**src/inc/gpfc_pkg.sv**
```systemverilog
// Constants for the general pin function control block.
`default_nettype none

package gpfc_pkg;

    // ======================================================================
    // Register addresses and page selection
    // ======================================================================
    localparam logic [4:0] ADDR_FN_LOW = 5'h0D;
    localparam logic [4:0] ADDR_FN_HIGH = 5'h0E;
    localparam logic [4:0] ADDR_PAGE = 5'h1F;
    localparam logic [15:0] PAGE_GENERAL = 16'h0010;
    localparam logic [15:0] PAGE_MAIN = 16'h0000;

    // ======================================================================
    // Reset values and write masks
    // ======================================================================
    localparam logic [15:0] FN_LOW_RESET = 16'h0000;
    localparam logic [15:0] FN_HIGH_RESET = 16'h2400;
    localparam logic [15:0] FN_HIGH_WMASK = 16'hF6FF;

    // ======================================================================
    // Field layout
    // ======================================================================
    localparam int FN_WIDTH = 2;
    localparam logic [1:0] FN_REG_CTRL = 2'h3;
    localparam int PIN_COUNT = 15;
    localparam int LOW_REG_PINS = 8;
    localparam int HIGH_REG_PINS = 4;
    localparam int GROUP_LSB = 14;
    localparam int LP_OE_N_BIT = 13;
    localparam int LP_OUT_BIT = 12;
    localparam int LP_IN_BIT = 11;
    localparam int LED_TRI_BIT = 9;
    localparam int LED_COUNT = 4;

endpackage

`default_nettype wire

```
**src/core/gpfc_top.sv**
```systemverilog
// Global function control for the general pins, low-power pin and LEDs.
//
// Function
// - Low register: eight pin fields, reset 00
// - High bits 15:14 select pins 12-14
// - High low byte: pins 8 to 11
// - Bit 13 low enables low-power pin drive
// - Bit 12 level driven onto low-power pin
// - Bit 11 reads low-power pin, read-only
// - LED bit one releases high, zero drives
// - Shared page keeps contents over soft reset
// - Enable bit drives pin under function code 11 only, input reports level
`default_nettype none
`timescale 1ns/1ps

module gpfc_top (
    input wire logic i_ref_clk,
    input wire logic i_rst_n,
    input wire logic i_sw_reset,
    input wire logic [4:0] i_reg_addr,
    input wire logic i_reg_wr,
    input wire logic i_reg_rd,
    input wire logic [15:0] i_reg_wdata,
    output logic [15:0] o_reg_rdata,
    output logic o_reg_rvalid,
    input wire logic [14:0] i_pin_out_reg,
    input wire logic [14:0] i_pin_oe_reg,
    output logic [14:0] o_pin_in_level,
    input wire logic [14:0] i_gp_pin_in,
    output logic [14:0] o_gp_pin_out,
    output logic [14:0] o_gp_pin_oe,
    input wire logic i_lp_pin_in,
    output logic o_lp_pin_out,
    output logic o_lp_pin_oe,
    input wire logic [3:0] i_led_drive,
    output logic [3:0] o_led_out,
    output logic [3:0] o_led_oe
);

    // ======================================================================
    // Register access
    // ======================================================================
    logic [15:0] page_q;
    logic [15:0] fn_low_q;
    logic [15:0] fn_high_q;
    logic lp_meta_q;
    logic lp_level_q;
    logic on_general;
    logic wr_low;
    logic wr_high;
    logic [15:0] high_read;

    assign on_general = (page_q == gpfc_pkg::PAGE_GENERAL);
    assign wr_low = i_reg_wr && on_general &&
        (i_reg_addr == gpfc_pkg::ADDR_FN_LOW);
    assign wr_high = i_reg_wr && on_general &&
        (i_reg_addr == gpfc_pkg::ADDR_FN_HIGH);

    // A software reset with no page write in the same cycle returns only the page pointer to the main page; the
    // general page is shared by all ports and must survive it.
    always_ff @(posedge i_ref_clk or negedge i_rst_n) begin
        if (!i_rst_n) begin
            page_q <= gpfc_pkg::PAGE_MAIN;
        end else if (i_reg_wr && i_reg_addr == gpfc_pkg::ADDR_PAGE) begin
            page_q <= i_reg_wdata;
        end else if (i_sw_reset) begin
            page_q <= gpfc_pkg::PAGE_MAIN;
        end
    end

    always_ff @(posedge i_ref_clk or negedge i_rst_n) begin
        if (!i_rst_n) begin
            fn_low_q <= gpfc_pkg::FN_LOW_RESET;
        end else if (wr_low) begin
            fn_low_q <= i_reg_wdata;
        end
    end

    // Bit 11 is a live pin view and bit 8 reads zero, so neither is stored.
    always_ff @(posedge i_ref_clk or negedge i_rst_n) begin
        if (!i_rst_n) begin
            fn_high_q <= gpfc_pkg::FN_HIGH_RESET;
        end else if (wr_high) begin
            fn_high_q <= i_reg_wdata & gpfc_pkg::FN_HIGH_WMASK;
        end
    end

    always_comb begin
        high_read = fn_high_q;
        high_read[gpfc_pkg::LP_IN_BIT] = lp_level_q;
    end

    always_ff @(posedge i_ref_clk or negedge i_rst_n) begin
        if (!i_rst_n) begin
            o_reg_rdata <= 16'h0000;
            o_reg_rvalid <= 1'b0;
        end else begin
            o_reg_rvalid <= i_reg_rd;
            if (!i_reg_rd) begin
                o_reg_rdata <= 16'h0000;
            end else if (i_reg_addr == gpfc_pkg::ADDR_PAGE) begin
                o_reg_rdata <= page_q;
            end else if (on_general &&
                         i_reg_addr == gpfc_pkg::ADDR_FN_LOW) begin
                o_reg_rdata <= fn_low_q;
            end else if (on_general &&
                         i_reg_addr == gpfc_pkg::ADDR_FN_HIGH) begin
                o_reg_rdata <= high_read;
            end else begin
                o_reg_rdata <= 16'h0000;
            end
        end
    end

    // ======================================================================
    // General pins
    // ======================================================================
    genvar gi;
    generate
        for (gi = 0; gi < gpfc_pkg::PIN_COUNT; gi = gi + 1) begin : g_pin
            logic [1:0] sel;
            if (gi < gpfc_pkg::LOW_REG_PINS) begin : g_low
                assign sel = fn_low_q[gi*2 +: 2];
            end else if (gi < gpfc_pkg::LOW_REG_PINS +
                              gpfc_pkg::HIGH_REG_PINS) begin : g_mid
                assign sel =
                    fn_high_q[(gi - gpfc_pkg::LOW_REG_PINS)*2 +: 2];
            end else begin : g_grp
                assign sel = fn_high_q[gpfc_pkg::GROUP_LSB +: 2];
            end
            gpfc_pin_cell u_cell (
                .i_ref_clk(i_ref_clk),
                .i_rst_n(i_rst_n),
                .i_fn_sel(sel),
                .i_out_bit(i_pin_out_reg[gi]),
                .i_oe_bit(i_pin_oe_reg[gi]),
                .i_pin_in(i_gp_pin_in[gi]),
                .o_pin_out(o_gp_pin_out[gi]),
                .o_pin_oe(o_gp_pin_oe[gi]),
                .o_level(o_pin_in_level[gi])
            );
        end
    endgenerate

    // ======================================================================
    // Low-power hold pin
    // ======================================================================
    always_ff @(posedge i_ref_clk or negedge i_rst_n) begin
        if (!i_rst_n) begin
            lp_meta_q <= 1'b0;
            lp_level_q <= 1'b0;
        end else begin
            lp_meta_q <= i_lp_pin_in;
            lp_level_q <= lp_meta_q;
        end
    end

    always_ff @(posedge i_ref_clk or negedge i_rst_n) begin
        if (!i_rst_n) begin
            o_lp_pin_oe <= 1'b0;
            o_lp_pin_out <= 1'b0;
        end else begin
            o_lp_pin_oe <= ~fn_high_q[gpfc_pkg::LP_OE_N_BIT];
            o_lp_pin_out <= fn_high_q[gpfc_pkg::LP_OUT_BIT];
        end
    end

    // ======================================================================
    // LED drive mode
    // ======================================================================
    // Releasing instead of driving high lets an external pull-up lift the
    // LED lines above the I/O supply.
    always_ff @(posedge i_ref_clk or negedge i_rst_n) begin
        if (!i_rst_n) begin
            o_led_oe <= 4'h0;
            o_led_out <= 4'h0;
        end else begin
            o_led_out <= i_led_drive;
            if (fn_high_q[gpfc_pkg::LED_TRI_BIT]) begin
                o_led_oe <= ~i_led_drive;
            end else begin
                o_led_oe <= 4'hF;
            end
        end
    end

    // ======================================================================
    // Checks
    // ======================================================================
    low_field_write_a: assert property (@(posedge i_ref_clk)
        disable iff (!i_rst_n)
        wr_low |=> (fn_low_q == $past(i_reg_wdata)))
        else $error("low function register did not take the write");

    group_field_write_a: assert property (@(posedge i_ref_clk)
        disable iff (!i_rst_n)
        wr_high |=> (fn_high_q[15:14] == $past(i_reg_wdata[15:14]) &&
            fn_high_q[7:0] == $past(i_reg_wdata[7:0])))
        else $error("high function fields did not take the write");

    page_gate_a: assert property (@(posedge i_ref_clk)
        disable iff (!i_rst_n)
        (i_reg_wr && !on_general && i_reg_addr == gpfc_pkg::ADDR_FN_LOW)
        |=> $stable(fn_low_q))
        else $error("function register written off the general page");

    lp_oe_follow_a: assert property (@(posedge i_ref_clk)
        disable iff (!i_rst_n)
        wr_high |-> ##2 (o_lp_pin_oe ==
            !$past(i_reg_wdata[gpfc_pkg::LP_OE_N_BIT], 2)))
        else $error("low-power pin enable does not follow bit 13");

    lp_data_follow_a: assert property (@(posedge i_ref_clk)
        disable iff (!i_rst_n)
        wr_high |-> ##2 (o_lp_pin_out ==
            $past(i_reg_wdata[gpfc_pkg::LP_OUT_BIT], 2)))
        else $error("low-power pin data does not follow bit 12");

    lp_read_back_a: assert property (@(posedge i_ref_clk)
        disable iff (!i_rst_n)
        (i_reg_rd && on_general && i_reg_addr == gpfc_pkg::ADDR_FN_HIGH)
        |=> (o_reg_rvalid &&
            o_reg_rdata[gpfc_pkg::LP_IN_BIT] == $past(lp_level_q)))
        else $error("bit 11 does not show the low-power pin level");

    led_release_a: assert property (@(posedge i_ref_clk)
        disable iff (!i_rst_n)
        (fn_high_q[gpfc_pkg::LED_TRI_BIT] && i_led_drive[0])
        |=> !o_led_oe[0])
        else $error("LED driven high in release mode");

    led_drive_a: assert property (@(posedge i_ref_clk)
        disable iff (!i_rst_n)
        !fn_high_q[gpfc_pkg::LED_TRI_BIT] |=> (o_led_oe == 4'hF))
        else $error("LED not driven in push-pull mode");

    soft_reset_keep_a: assert property (@(posedge i_ref_clk)
        disable iff (!i_rst_n)
        (i_sw_reset && !i_reg_wr) |=>
        ($stable(fn_low_q) && $stable(fn_high_q)))
        else $error("software reset disturbed the general page");

endmodule // gpfc_top

`default_nettype wire

```
**src/core/gpfc_pin_cell.sv**
```systemverilog
// One general pin: function gating, output drive and input synchroniser.
`default_nettype none
`timescale 1ns/1ps

module gpfc_pin_cell (
    input wire logic i_ref_clk,
    input wire logic i_rst_n,
    input wire logic [1:0] i_fn_sel,
    input wire logic i_out_bit,
    input wire logic i_oe_bit,
    input wire logic i_pin_in,
    output logic o_pin_out,
    output logic o_pin_oe,
    output logic o_level
);

    logic meta_q;
    logic reg_ctrl;

    assign reg_ctrl = (i_fn_sel == gpfc_pkg::FN_REG_CTRL);

    // Reserved function codes leave the pin released; nothing else may
    // drive it from this block.
    always_ff @(posedge i_ref_clk or negedge i_rst_n) begin
        if (!i_rst_n) begin
            o_pin_oe <= 1'b0;
            o_pin_out <= 1'b0;
        end else begin
            o_pin_oe <= reg_ctrl & i_oe_bit;
            o_pin_out <= reg_ctrl & i_out_bit;
        end
    end

    always_ff @(posedge i_ref_clk or negedge i_rst_n) begin
        if (!i_rst_n) begin
            meta_q <= 1'b0;
            o_level <= 1'b0;
        end else begin
            meta_q <= i_pin_in;
            o_level <= meta_q;
        end
    end

    pin_drive_on_a: assert property (@(posedge i_ref_clk) disable iff (!i_rst_n)
        (reg_ctrl && i_oe_bit) |=> (o_pin_oe && o_pin_out == $past(i_out_bit)))
        else $error("enabled pin under register control not driven");

    pin_reserved_off_a: assert property (@(posedge i_ref_clk) disable iff (!i_rst_n)
        (!reg_ctrl) |=> (!o_pin_oe && !o_pin_out))
        else $error("pin driven under a reserved function code");

    pin_level_sync_a: assert property (@(posedge i_ref_clk) disable iff (!i_rst_n)
        1'b1 |-> ##2 (o_level == $past(i_pin_in, 2)))
        else $error("pin level not seen two cycles later");

endmodule // gpfc_pin_cell

`default_nettype wire

```
**config.mk**
```make
export PLATFORM = sky130hd
export DESIGN_NAME = gpfc_top
export DESIGN_NICKNAME = d
export VERILOG_FILES = /design/src/inc/gpfc_pkg.sv /design/src/core/gpfc_top.sv /design/src/core/gpfc_pin_cell.sv
export SDC_FILE = /design/constraint.sdc
export NUM_CORES = 1
export LEC_CHECK = 0
export ABC_AREA = 1
export BUFFER_PORTS_ARGS = -buffer_cell sky130_fd_sc_hd__buf_2
export CAP_MARGIN = 0
export CORE_ASPECT_RATIO = 1.25
export CORE_MARGIN = 1
export CORE_UTILIZATION = 45
export CTS_CLUSTER_SIZE = 8
export DETAILED_ROUTE_END_ITERATION = 10
export HOLD_SLACK_MARGIN = 0.1
export PLACE_DENSITY = 0.7
export SYNTH_ARGS = -nofsm -noshare
export SYNTH_HDL_FRONTEND = slang
export SYNTH_SLANG_ARGS = --single-unit
```
**constraint.sdc**
```tcl
create_clock -name i_ref_clk -period 2.16 [get_ports i_ref_clk]
set_input_delay 0.108 -clock i_ref_clk [delete_from_list [all_inputs] [get_ports i_ref_clk]]
set_output_delay 0.108 -clock i_ref_clk [all_outputs]
set_load 0.01 [all_outputs]
```
* Yosys cells after proc, flatten, opt, wreduce, memory -nomap -nowiden
Index checks and enable logic that the tools add are counted.
Cells by class: shifts and indexed selects 0, $mul 0, divide/modulo/power cells 0, bitwise operators 32, reductions and logical operators 7, equal/unequal tests 17, multiplexer cells 7, order comparisons 0, add/subtract/negate cells 0
Operators with widths (number):
- 2-to-1 mux 16 bit | 6
- AND 1 bit | 30
- == test 2 bit (second input constant) | 13
- == test 16 x 5 -> 1 bit (second input constant) | 1
- == test 5 x 4 -> 1 bit (second input constant) | 2
- logical AND 1 bit | 6
- == test 5 bit (second input constant) | 1
- 2-to-1 mux 4 bit | 1
- NOT 4 bit | 1
- nonzero test 2 bit | 1
- NOT 1 bit | 1
Storage, ports and cells: input bits 76, memories kept 0, output and inout bits 72, bits in read-only memories 0, memory bits (writable) 0, flip-flop bits (word level) 135, logic and storage cells 134, bits in latches 0

* Depth between registers and ports, before layout
Gate-level depths: netlist of run 1.
depth in word-level cells 6, mapped depth 9, mapped depth without buffers 8

* Cells and area by module
From an unflattened synthesis of run 1, not the netlist that was laid out.
Unflattened totals: cells, all modules 466, area total of the unflattened synthesis 4979.8 um2
By module, submodules not included:
- gpfc_top | seq. area each 1879.3 um2, cells each 331, area an instance 3196.8 um2, times used 1
- gpfc_pin_cell | seq. area each 100.1 um2, cells each 9, area an instance 118.9 um2, times used 15

* Worst setup path before layout of run 1
OpenSTA, ideal clock, no wires.
path kind reg-to-reg, start reg page_q[6], end reg fn_low_q[10], library setup time 118 ps, slack 766 ps, buffers on the path 1, period minus slack after synthesis 1394 ps, data required time 2042 ps, cell stages (with the launch flop) 10, arrival 1276 ps, cells stage by stage dfrtp_1 -> nor2_2 -> nand3_2 -> nor2_8 -> nand2_2 -> nor2_4 -> nand2_2 -> buf_6 -> nand2_2 -> o21ai_2
Between the ends: longest elaborated chain between the ends 3
RTL lines:
- start: declaration | RTL line gpfc_top.sv:43 | logic [15:0] page_q;
- start signal: assignment | RTL line gpfc_top.sv:63 | page_q <= gpfc_pkg::PAGE_MAIN;
- start signal: assignment | RTL line gpfc_top.sv:65 | page_q <= i_reg_wdata;
- start signal: assignment | RTL line gpfc_top.sv:67 | page_q <= gpfc_pkg::PAGE_MAIN;
- == test 16 x 5 -> 1 bit | RTL line gpfc_top.sv:53 | assign on_general = (page_q == gpfc_pkg::PAGE_GENERAL);
- logical AND 1 bit (2 in series) | RTL line gpfc_top.sv:54 | assign wr_low = i_reg_wr && on_general &&
- end signal: assignment | RTL line gpfc_top.sv:73 | fn_low_q <= gpfc_pkg::FN_LOW_RESET;
- end signal: assignment | RTL line gpfc_top.sv:75 | fn_low_q <= i_reg_wdata;
- end: declaration | RTL line gpfc_top.sv:44 | logic [15:0] fn_low_q;
No other way between the ends. A chain may end at the register's enable or synchronous reset.

* Worst setup path after layout of run 1
start reg page_q[6], end reg fn_high_q[2]
Between the ends: longest elaborated chain between the ends 3
RTL lines:
- == test 16 x 5 -> 1 bit | RTL line gpfc_top.sv:53
- logical AND 1 bit (2 in series) | RTL line gpfc_top.sv:56 | assign wr_high = i_reg_wr && on_general &&
- end signal: assignment | RTL line gpfc_top.sv:82 | fn_high_q <= gpfc_pkg::FN_HIGH_RESET;
- end signal: assignment | RTL line gpfc_top.sv:84 | fn_high_q <= i_reg_wdata & gpfc_pkg::FN_HIGH_WMASK;
- end: declaration | RTL line gpfc_top.sv:45 | logic [15:0] fn_high_q;
No other way between the ends.

==> flow_metrics.env, run 1 <==
export IMPL_wl_per_cell_um=14.5
export IMPL_r2r_slack_ns=0.34
export IMPL_crit_required_ns=2.45
export IMPL_synth_edf_count=0
export IMPL_cts_tree="yes"
export IMPL_rsz0062_at_grt="false"
export IMPL_cp_max_fo=28
export IMPL_yosysUniqueCellTypes=26
export IMPL_dieWidth_um=100
export IMPL_syn_to_final_growth_pct=35.0
export IMPL_routed_wl_um=12200
export IMPL_hold_end="o_reg_rdata[8]"
export IMPL_initial_core_util_pct=46.3
export IMPL_final_seq_area_sq_um=3380
export IMPL_io_pins=148
export IMPL_grt_max_degree=55
export IMPL_detail_route_antenna_nets=0
export IMPL_drc=0
export IMPL_vias_per_cell=4.83
export IMPL_h_tree_depth=4
export IMPL_core_sq_um=11700
export IMPL_layout_commonest_cell="buf_2"
export IMPL_multi_input_area_sq_um=1350
export IMPL_tightestPinTransition_ns=0.649
export IMPL_rows=44
export IMPL_p_total_w=0.00603
export IMPL_power_density_nw_per_um2=827
export IMPL_synth_area_leaders="dfrtp_1, buf_4, inv_1"
export IMPL_place_area_sq_um=5970
export IMPL_postCtsSetupRepairBufs=0
export IMPL_critPathTopFamily="simple AND/OR/NAND/NOR gates"
export IMPL_period_minus_slack_ns=1.82
export IMPL_cts_hold_buf=68
export IMPL_yosysWarningCount=0
export IMPL_clockRootBuffer="clkbuf_16"
export IMPL_critPathKind="reg2reg"
export IMPL_path_cells="nor2_2 > nand3_2 > nor2_8 > nand4_4 > nand2_1 > o21ai_1"
export IMPL_maxCapViolCount=0
export IMPL_drt_iter0_markers=240
export IMPL_final_net_count=744
export IMPL_critPathBufInv=0
export IMPL_grt_pass1_wl_um=20100
export IMPL_maxSlewViolCount=0
export IMPL_antenna_found_initial=0
export IMPL_syn_num_nets=565
export IMPL_clockBufferDepth=2
export IMPL_min_period_over_period_pct=84.1
export IMPL_crit_slowest_cell="dfrtp_1"
export IMPL_dp_hpwl_um=7860
export IMPL_syn_inst=489
export IMPL_async_flop_share_pct=100
export IMPL_port_buffers=147
export IMPL_worst_setup_path_end_kind="flip-flop"
export IMPL_ys_seq_area_share_pct=62.6
export IMPL_finalWorstSetupSlack_ns=0.344
export IMPL_antennaDiodeCount=0
export IMPL_drive_above_1_share_pct=34.9
export IMPL_path_clk_slew_ns=0.06
export IMPL_p_leak_nw=3.94
export IMPL_synth_top_area_share_pct=61.6
export IMPL_dieArea_sq_um=12400
export IMPL_postSynthAreaPerCell_sq_um=11.0
export IMPL_whs_path_depth=6
export IMPL_fin_util_pct=62.5
export IMPL_r2r_end="fn_high_q[2]"
export IMPL_cts_sinks=135
export IMPL_grt_overflow_total=0
export IMPL_final_fill_count=972
export IMPL_pre_cts_ws_ns=0.408
export IMPL_cts_resized=0
export IMPL_dr_total_vias=4063
export IMPL_fin_setup_tns_ns=0
export IMPL_grt_usage_pct=21.0
export IMPL_ys_flop_type="dfrtp_1"
export IMPL_r2r_start="page_q[6]"
export IMPL_cp_arrival_ns=2.10
export IMPL_hp_class="in2reg"
export IMPL_cts_inserted_buffers=17
export IMPL_max_stage_delay_ns=0.42
export IMPL_status="finished, final reports clean"
export IMPL_max_slew_margin_rel_pct=56.7
export IMPL_ys_ff_latch=135
export IMPL_layout_common_cells="buf_2, dfrtp_1, dlygate4sd3_1"
export IMPL_skew_ns=0.00679
export IMPL_setup_violations=0
export IMPL_synth_area_leader_cell="dfrtp_1"
export IMPL_hold_path_startpoint="i_reg_addr[4]"
export IMPL_cp_start_kind="flip-flop"
export IMPL_die_h_um=124
export IMPL_ir_drop_uv=576
export IMPL_r2r_worst_path_cells=6
export IMPL_grt_pass1_vias=4297
export IMPL_gp_congestion=0.804
export IMPL_clock_latency_ns=0.41
export IMPL_finalInstanceArea_sq_um=7290
export IMPL_max_freq_ghz=0.551
export IMPL_first_pass_iters=7
export IMPL_hold_viol=0
export IMPL_syn_area_sq_um=5400
## worst register-to-register path: stages, from the launching register on
cell and delay [ns]:
dfrtp_1 0.42, nor2_2 0.13, nand3_2 0.14, nor2_8 0.29, nand4_4 0.42, nand2_1 0.22, o21ai_1 0.08
## per-layer routing
layer | share of wire, % | global-route usage, % | routed length, um
met5 | 0 | 0 | 0
met3 | 4.8 | 4.83 | 590
met4 | 2.0 | 10.6 | 247
met2 | 54 | 36.7 | 6570
met1 | 39 | 23.6 | 4830
## flip-flops by register name (all words and copies together) (netlist names), 4 cells and up
signal / flops
g_pin.u_cell.o_pin_out: 15
o_led_out: 4
g_pin.u_cell.o_pin_oe: 15
o_led_oe: 4
g_pin.u_cell.meta_q: 15
g_pin.u_cell.o_level: 15
page_q: 16
fn_high_q: 14
fn_low_q: 16
o_reg_rdata: 16
## metrics by stage
step | cells | hold WS, ns
floorplan | 489 | -0.188
global placement | 742 | 0.0752
detailed placement | 742 | 0.0859
CTS | 842 | 0.127
global route | 842 | 0.166
finish | 842 | 0.130
## kinds of logic after synthesis
logic type | Yosys count | share of synthesized area, %
buf+inv | 122 | 12.4
simple gates | 169 | 18.0
flops | 135 | 62.6
compound gates | 63 | 6.95
## how the worst max path moves through the flow
| stage | startpoint | to | cells past startpoint |
|---|---|---|---|
| global placement | page_q[6] | fn_high_q[7] | 6 |
| detailed placement | page_q[10] | fn_high_q[7] | 6 |
| CTS | page_q[10] | fn_high_q[2] | 6 |
| floorplan | page_q[6] | fn_low_q[10] | 9 |
| global route | page_q[10] | fn_high_q[3] | 6 |
| finish | page_q[6] | fn_high_q[2] | 6 |
## power by group
group	switching (W)	internal, W	total [W]
clock network	0.00104	0.00202	0.00306
registers	0.0000193	0.00258	0.00260
logic	0.000195	0.000179	0.000374
## cells in the mapped netlist (2+ instances only)
cell,number
clkbuf_1,7
nor2_8,3
inv_1,57
nand3_1,32
o21ai_1,17
and3_1,24
o21ai_0,29
nand2_2,19
buf_2,6
dfstp_2,2
buf_4,45
nor2_2,3
nor2_1,12
buf_6,5
nand2_1,39
dfrtp_1,133
nand3_2,2
o21ai_2,16
nand4_1,31
## final cells by class
cell class                 count  area share [%]
sequential                   135            46.4
timing repair buffer         224            20.6
multi-input combinational    232            18.5
clock buffer                  20            6.40
inverter                      58            2.99
tap                          161            2.76
clock inverter                12            2.39
Power figures use the tool's default switching activity.
==> inputs of run 2 (changes only) <==
==> constraint.sdc (replaced) <==
create_clock -name i_ref_clk -period 1.8 [get_ports i_ref_clk]
set_input_delay 0.09 -clock i_ref_clk [delete_from_list [all_inputs] [get_ports i_ref_clk]]
set_output_delay 0.09 -clock i_ref_clk [all_outputs]
set_load 0.01 [all_outputs]
==> run 2 against run 1 <==
Net effect:
- count of clock-buffer cells in the layout up 4
- sequential share of layout area down 0.21 points
- clock power up 15%
- maximum frequency up 5.3%
- register-to-register slack worse by 0.27 ns
- final cell count up 0.59%
- largest cell class unchanged
- total power up 18%
- worst hold slack worse by 0.011 ns
- routed wire length down 0.69%
==> flow_metrics.env, run 2 (same netlist as run 1, synthesis figures left out) <==
export IMPL_ir_drop_uv=657
export IMPL_hold_end="o_reg_rdata[8]"
export IMPL_cp_max_fo=14
export IMPL_max_freq_ghz=0.580
export IMPL_first_pass_iters=4
export IMPL_critPathKind="reg2reg"
export IMPL_cts_sinks=135
export IMPL_finalInstanceArea_sq_um=7320
export IMPL_drt_iter0_markers=289
export IMPL_tightestPinTransition_ns=0.532
export IMPL_grt_max_degree=52
export IMPL_maxCapViolCount=0
export IMPL_dieWidth_um=100
export IMPL_grt_pass1_wl_um=19800
export IMPL_clockBufferDepth=2
export IMPL_h_tree_depth=4
export IMPL_whs_path_depth=6
export IMPL_min_period_over_period_pct=95.9
export IMPL_power_density_nw_per_um2=971
export IMPL_cts_tree="yes"
export IMPL_final_fill_count=928
export IMPL_hold_path_startpoint="i_reg_addr[4]"
export IMPL_postCtsSetupRepairBufs=0
export IMPL_period_minus_slack_ns=1.73
export IMPL_grt_overflow_total=0
export IMPL_setup_violations=0
export IMPL_r2r_slack_ns=0.07
export IMPL_status="finished, final reports clean"
export IMPL_layout_common_cells="buf_2, dfrtp_1, dlygate4sd3_1"
export IMPL_syn_to_final_growth_pct=35.6
export IMPL_detail_route_antenna_nets=0
export IMPL_dr_total_vias=4087
export IMPL_r2r_end="fn_high_q[9]"
export IMPL_fin_setup_tns_ns=0
export IMPL_antenna_found_initial=0
export IMPL_routed_wl_um=12200
export IMPL_path_clk_slew_ns=0.06
export IMPL_gp_congestion=0.795
export IMPL_wl_per_cell_um=14.3
export IMPL_die_h_um=124
export IMPL_skew_ns=0.0125
export IMPL_grt_pass1_vias=4296
export IMPL_clockRootBuffer="clkbuf_16"
export IMPL_drive_above_1_share_pct=35.1
export IMPL_grt_usage_pct=20.8
export IMPL_dp_hpwl_um=7700
export IMPL_drc=0
export IMPL_antennaDiodeCount=0
export IMPL_cts_inserted_buffers=17
export IMPL_p_leak_nw=3.98
export IMPL_initial_core_util_pct=46.3
export IMPL_final_net_count=749
export IMPL_routed_wl_met2_um=6400
export IMPL_clock_latency_ns=0.40
export IMPL_cp_start_kind="flip-flop"
export IMPL_port_buffers=147
export IMPL_layout_commonest_cell="buf_2"
export IMPL_worst_setup_path_end_kind="flip-flop"
export IMPL_vias_per_cell=4.83
export IMPL_wl_met1_um=4700
export IMPL_largestRegisters="fn_low_q x16, o_reg_rdata x16, page_q x16"
export IMPL_holdWs_ns=0.119
export IMPL_max_slew_margin_rel_pct=64.5
export IMPL_rsz0062_at_grt="false"
export IMPL_crit_required_ns=2.11
export IMPL_place_inst=746
export IMPL_place_area_sq_um=6010
export IMPL_rows=44
export IMPL_r2r_worst_path_cells=5
export IMPL_top_layer_used="met4"
export IMPL_fin_util_pct=62.7
export IMPL_r2r_start="page_q[2]"
export IMPL_io_pins=148
export IMPL_hold_viol=0
export IMPL_dieArea_sq_um=12400
export IMPL_core_sq_um=11700
export IMPL_final_cells=847
export IMPL_hp_class="in2reg"
export IMPL_cp_arrival_ns=2.04
export IMPL_maxSlewViolCount=0
export IMPL_route_met3_wl_um=695
==> run 2: layout make-up <==
class / instances / area (sq um) / share of cell area (%)
Tap cell: 161 / 201 / 2.75
Timing Repair Buffer: 228 / 1550 / 21.1
Clock buffer: 24 / 502 / 6.85
Sequential cell: 135 / 3380 / 46.2
Clock inverter: 8 / 118 / 1.61
Inverter: 58 / 218 / 2.97
Multi-Input combinational cell: 233 / 1360 / 18.6
==> run 2: critical path, stage by stage (launching register included) <==
cell,delay (ns)
dfrtp_1,0.39
nor2_1,0.14
nand2_2,0.12
nor2_8,0.24
nand4_2,0.45
o21ai_1,0.29
==> run 2: how the worst max path moves through the flow <==
stage	startpoint	end	slack, ns
2_1_floorplan	page_q[6]	fn_low_q[10]	0.41
3_3_place_gp	page_q[1]	fn_high_q[0]	0.23
3_5_place_dp	page_q[2]	fn_high_q[3]	0.18
4_1_cts	page_q[6]	fn_high_q[3]	0.17
5_1_grt	page_q[2]	fn_high_q[13]	0.004
6_report	page_q[2]	fn_high_q[9]	0.07
==> run 2: timing repair <==
action / 4_1_cts / 5_1_grt
endpoints found under the setup margin: 0 / 1
hold endpoints to repair: 235 / 0
hold buffers: 68 / 0
resized for setup: 0 / 0
==> run 2: routing by layer <==
layer / vias to the layer above / GRT usage [%]
li1: 1933 / -
met1: 1949 / 24.1
met2: 173 / 35.5
met3: 32 / 3.59
met4: 0 / 12.6
met5: - / 0
==> run 2: power breakdown <==
part           switching (W)  internal, W
sequential         0.0000232      0.00310
combinational       0.000239     0.000222
clock                0.00118      0.00235
==> run 2: stage by stage <==
stage	worst slack, ns	power [W]
4_1_cts	0.168	0.00717
5_1_grt	0.00389	0.00737
2_1_floorplan	0.406	0.00331
3_3_place_gp	0.234	0.00351
6_report	0.0746	0.00711
3_5_place_dp	0.185	0.00352
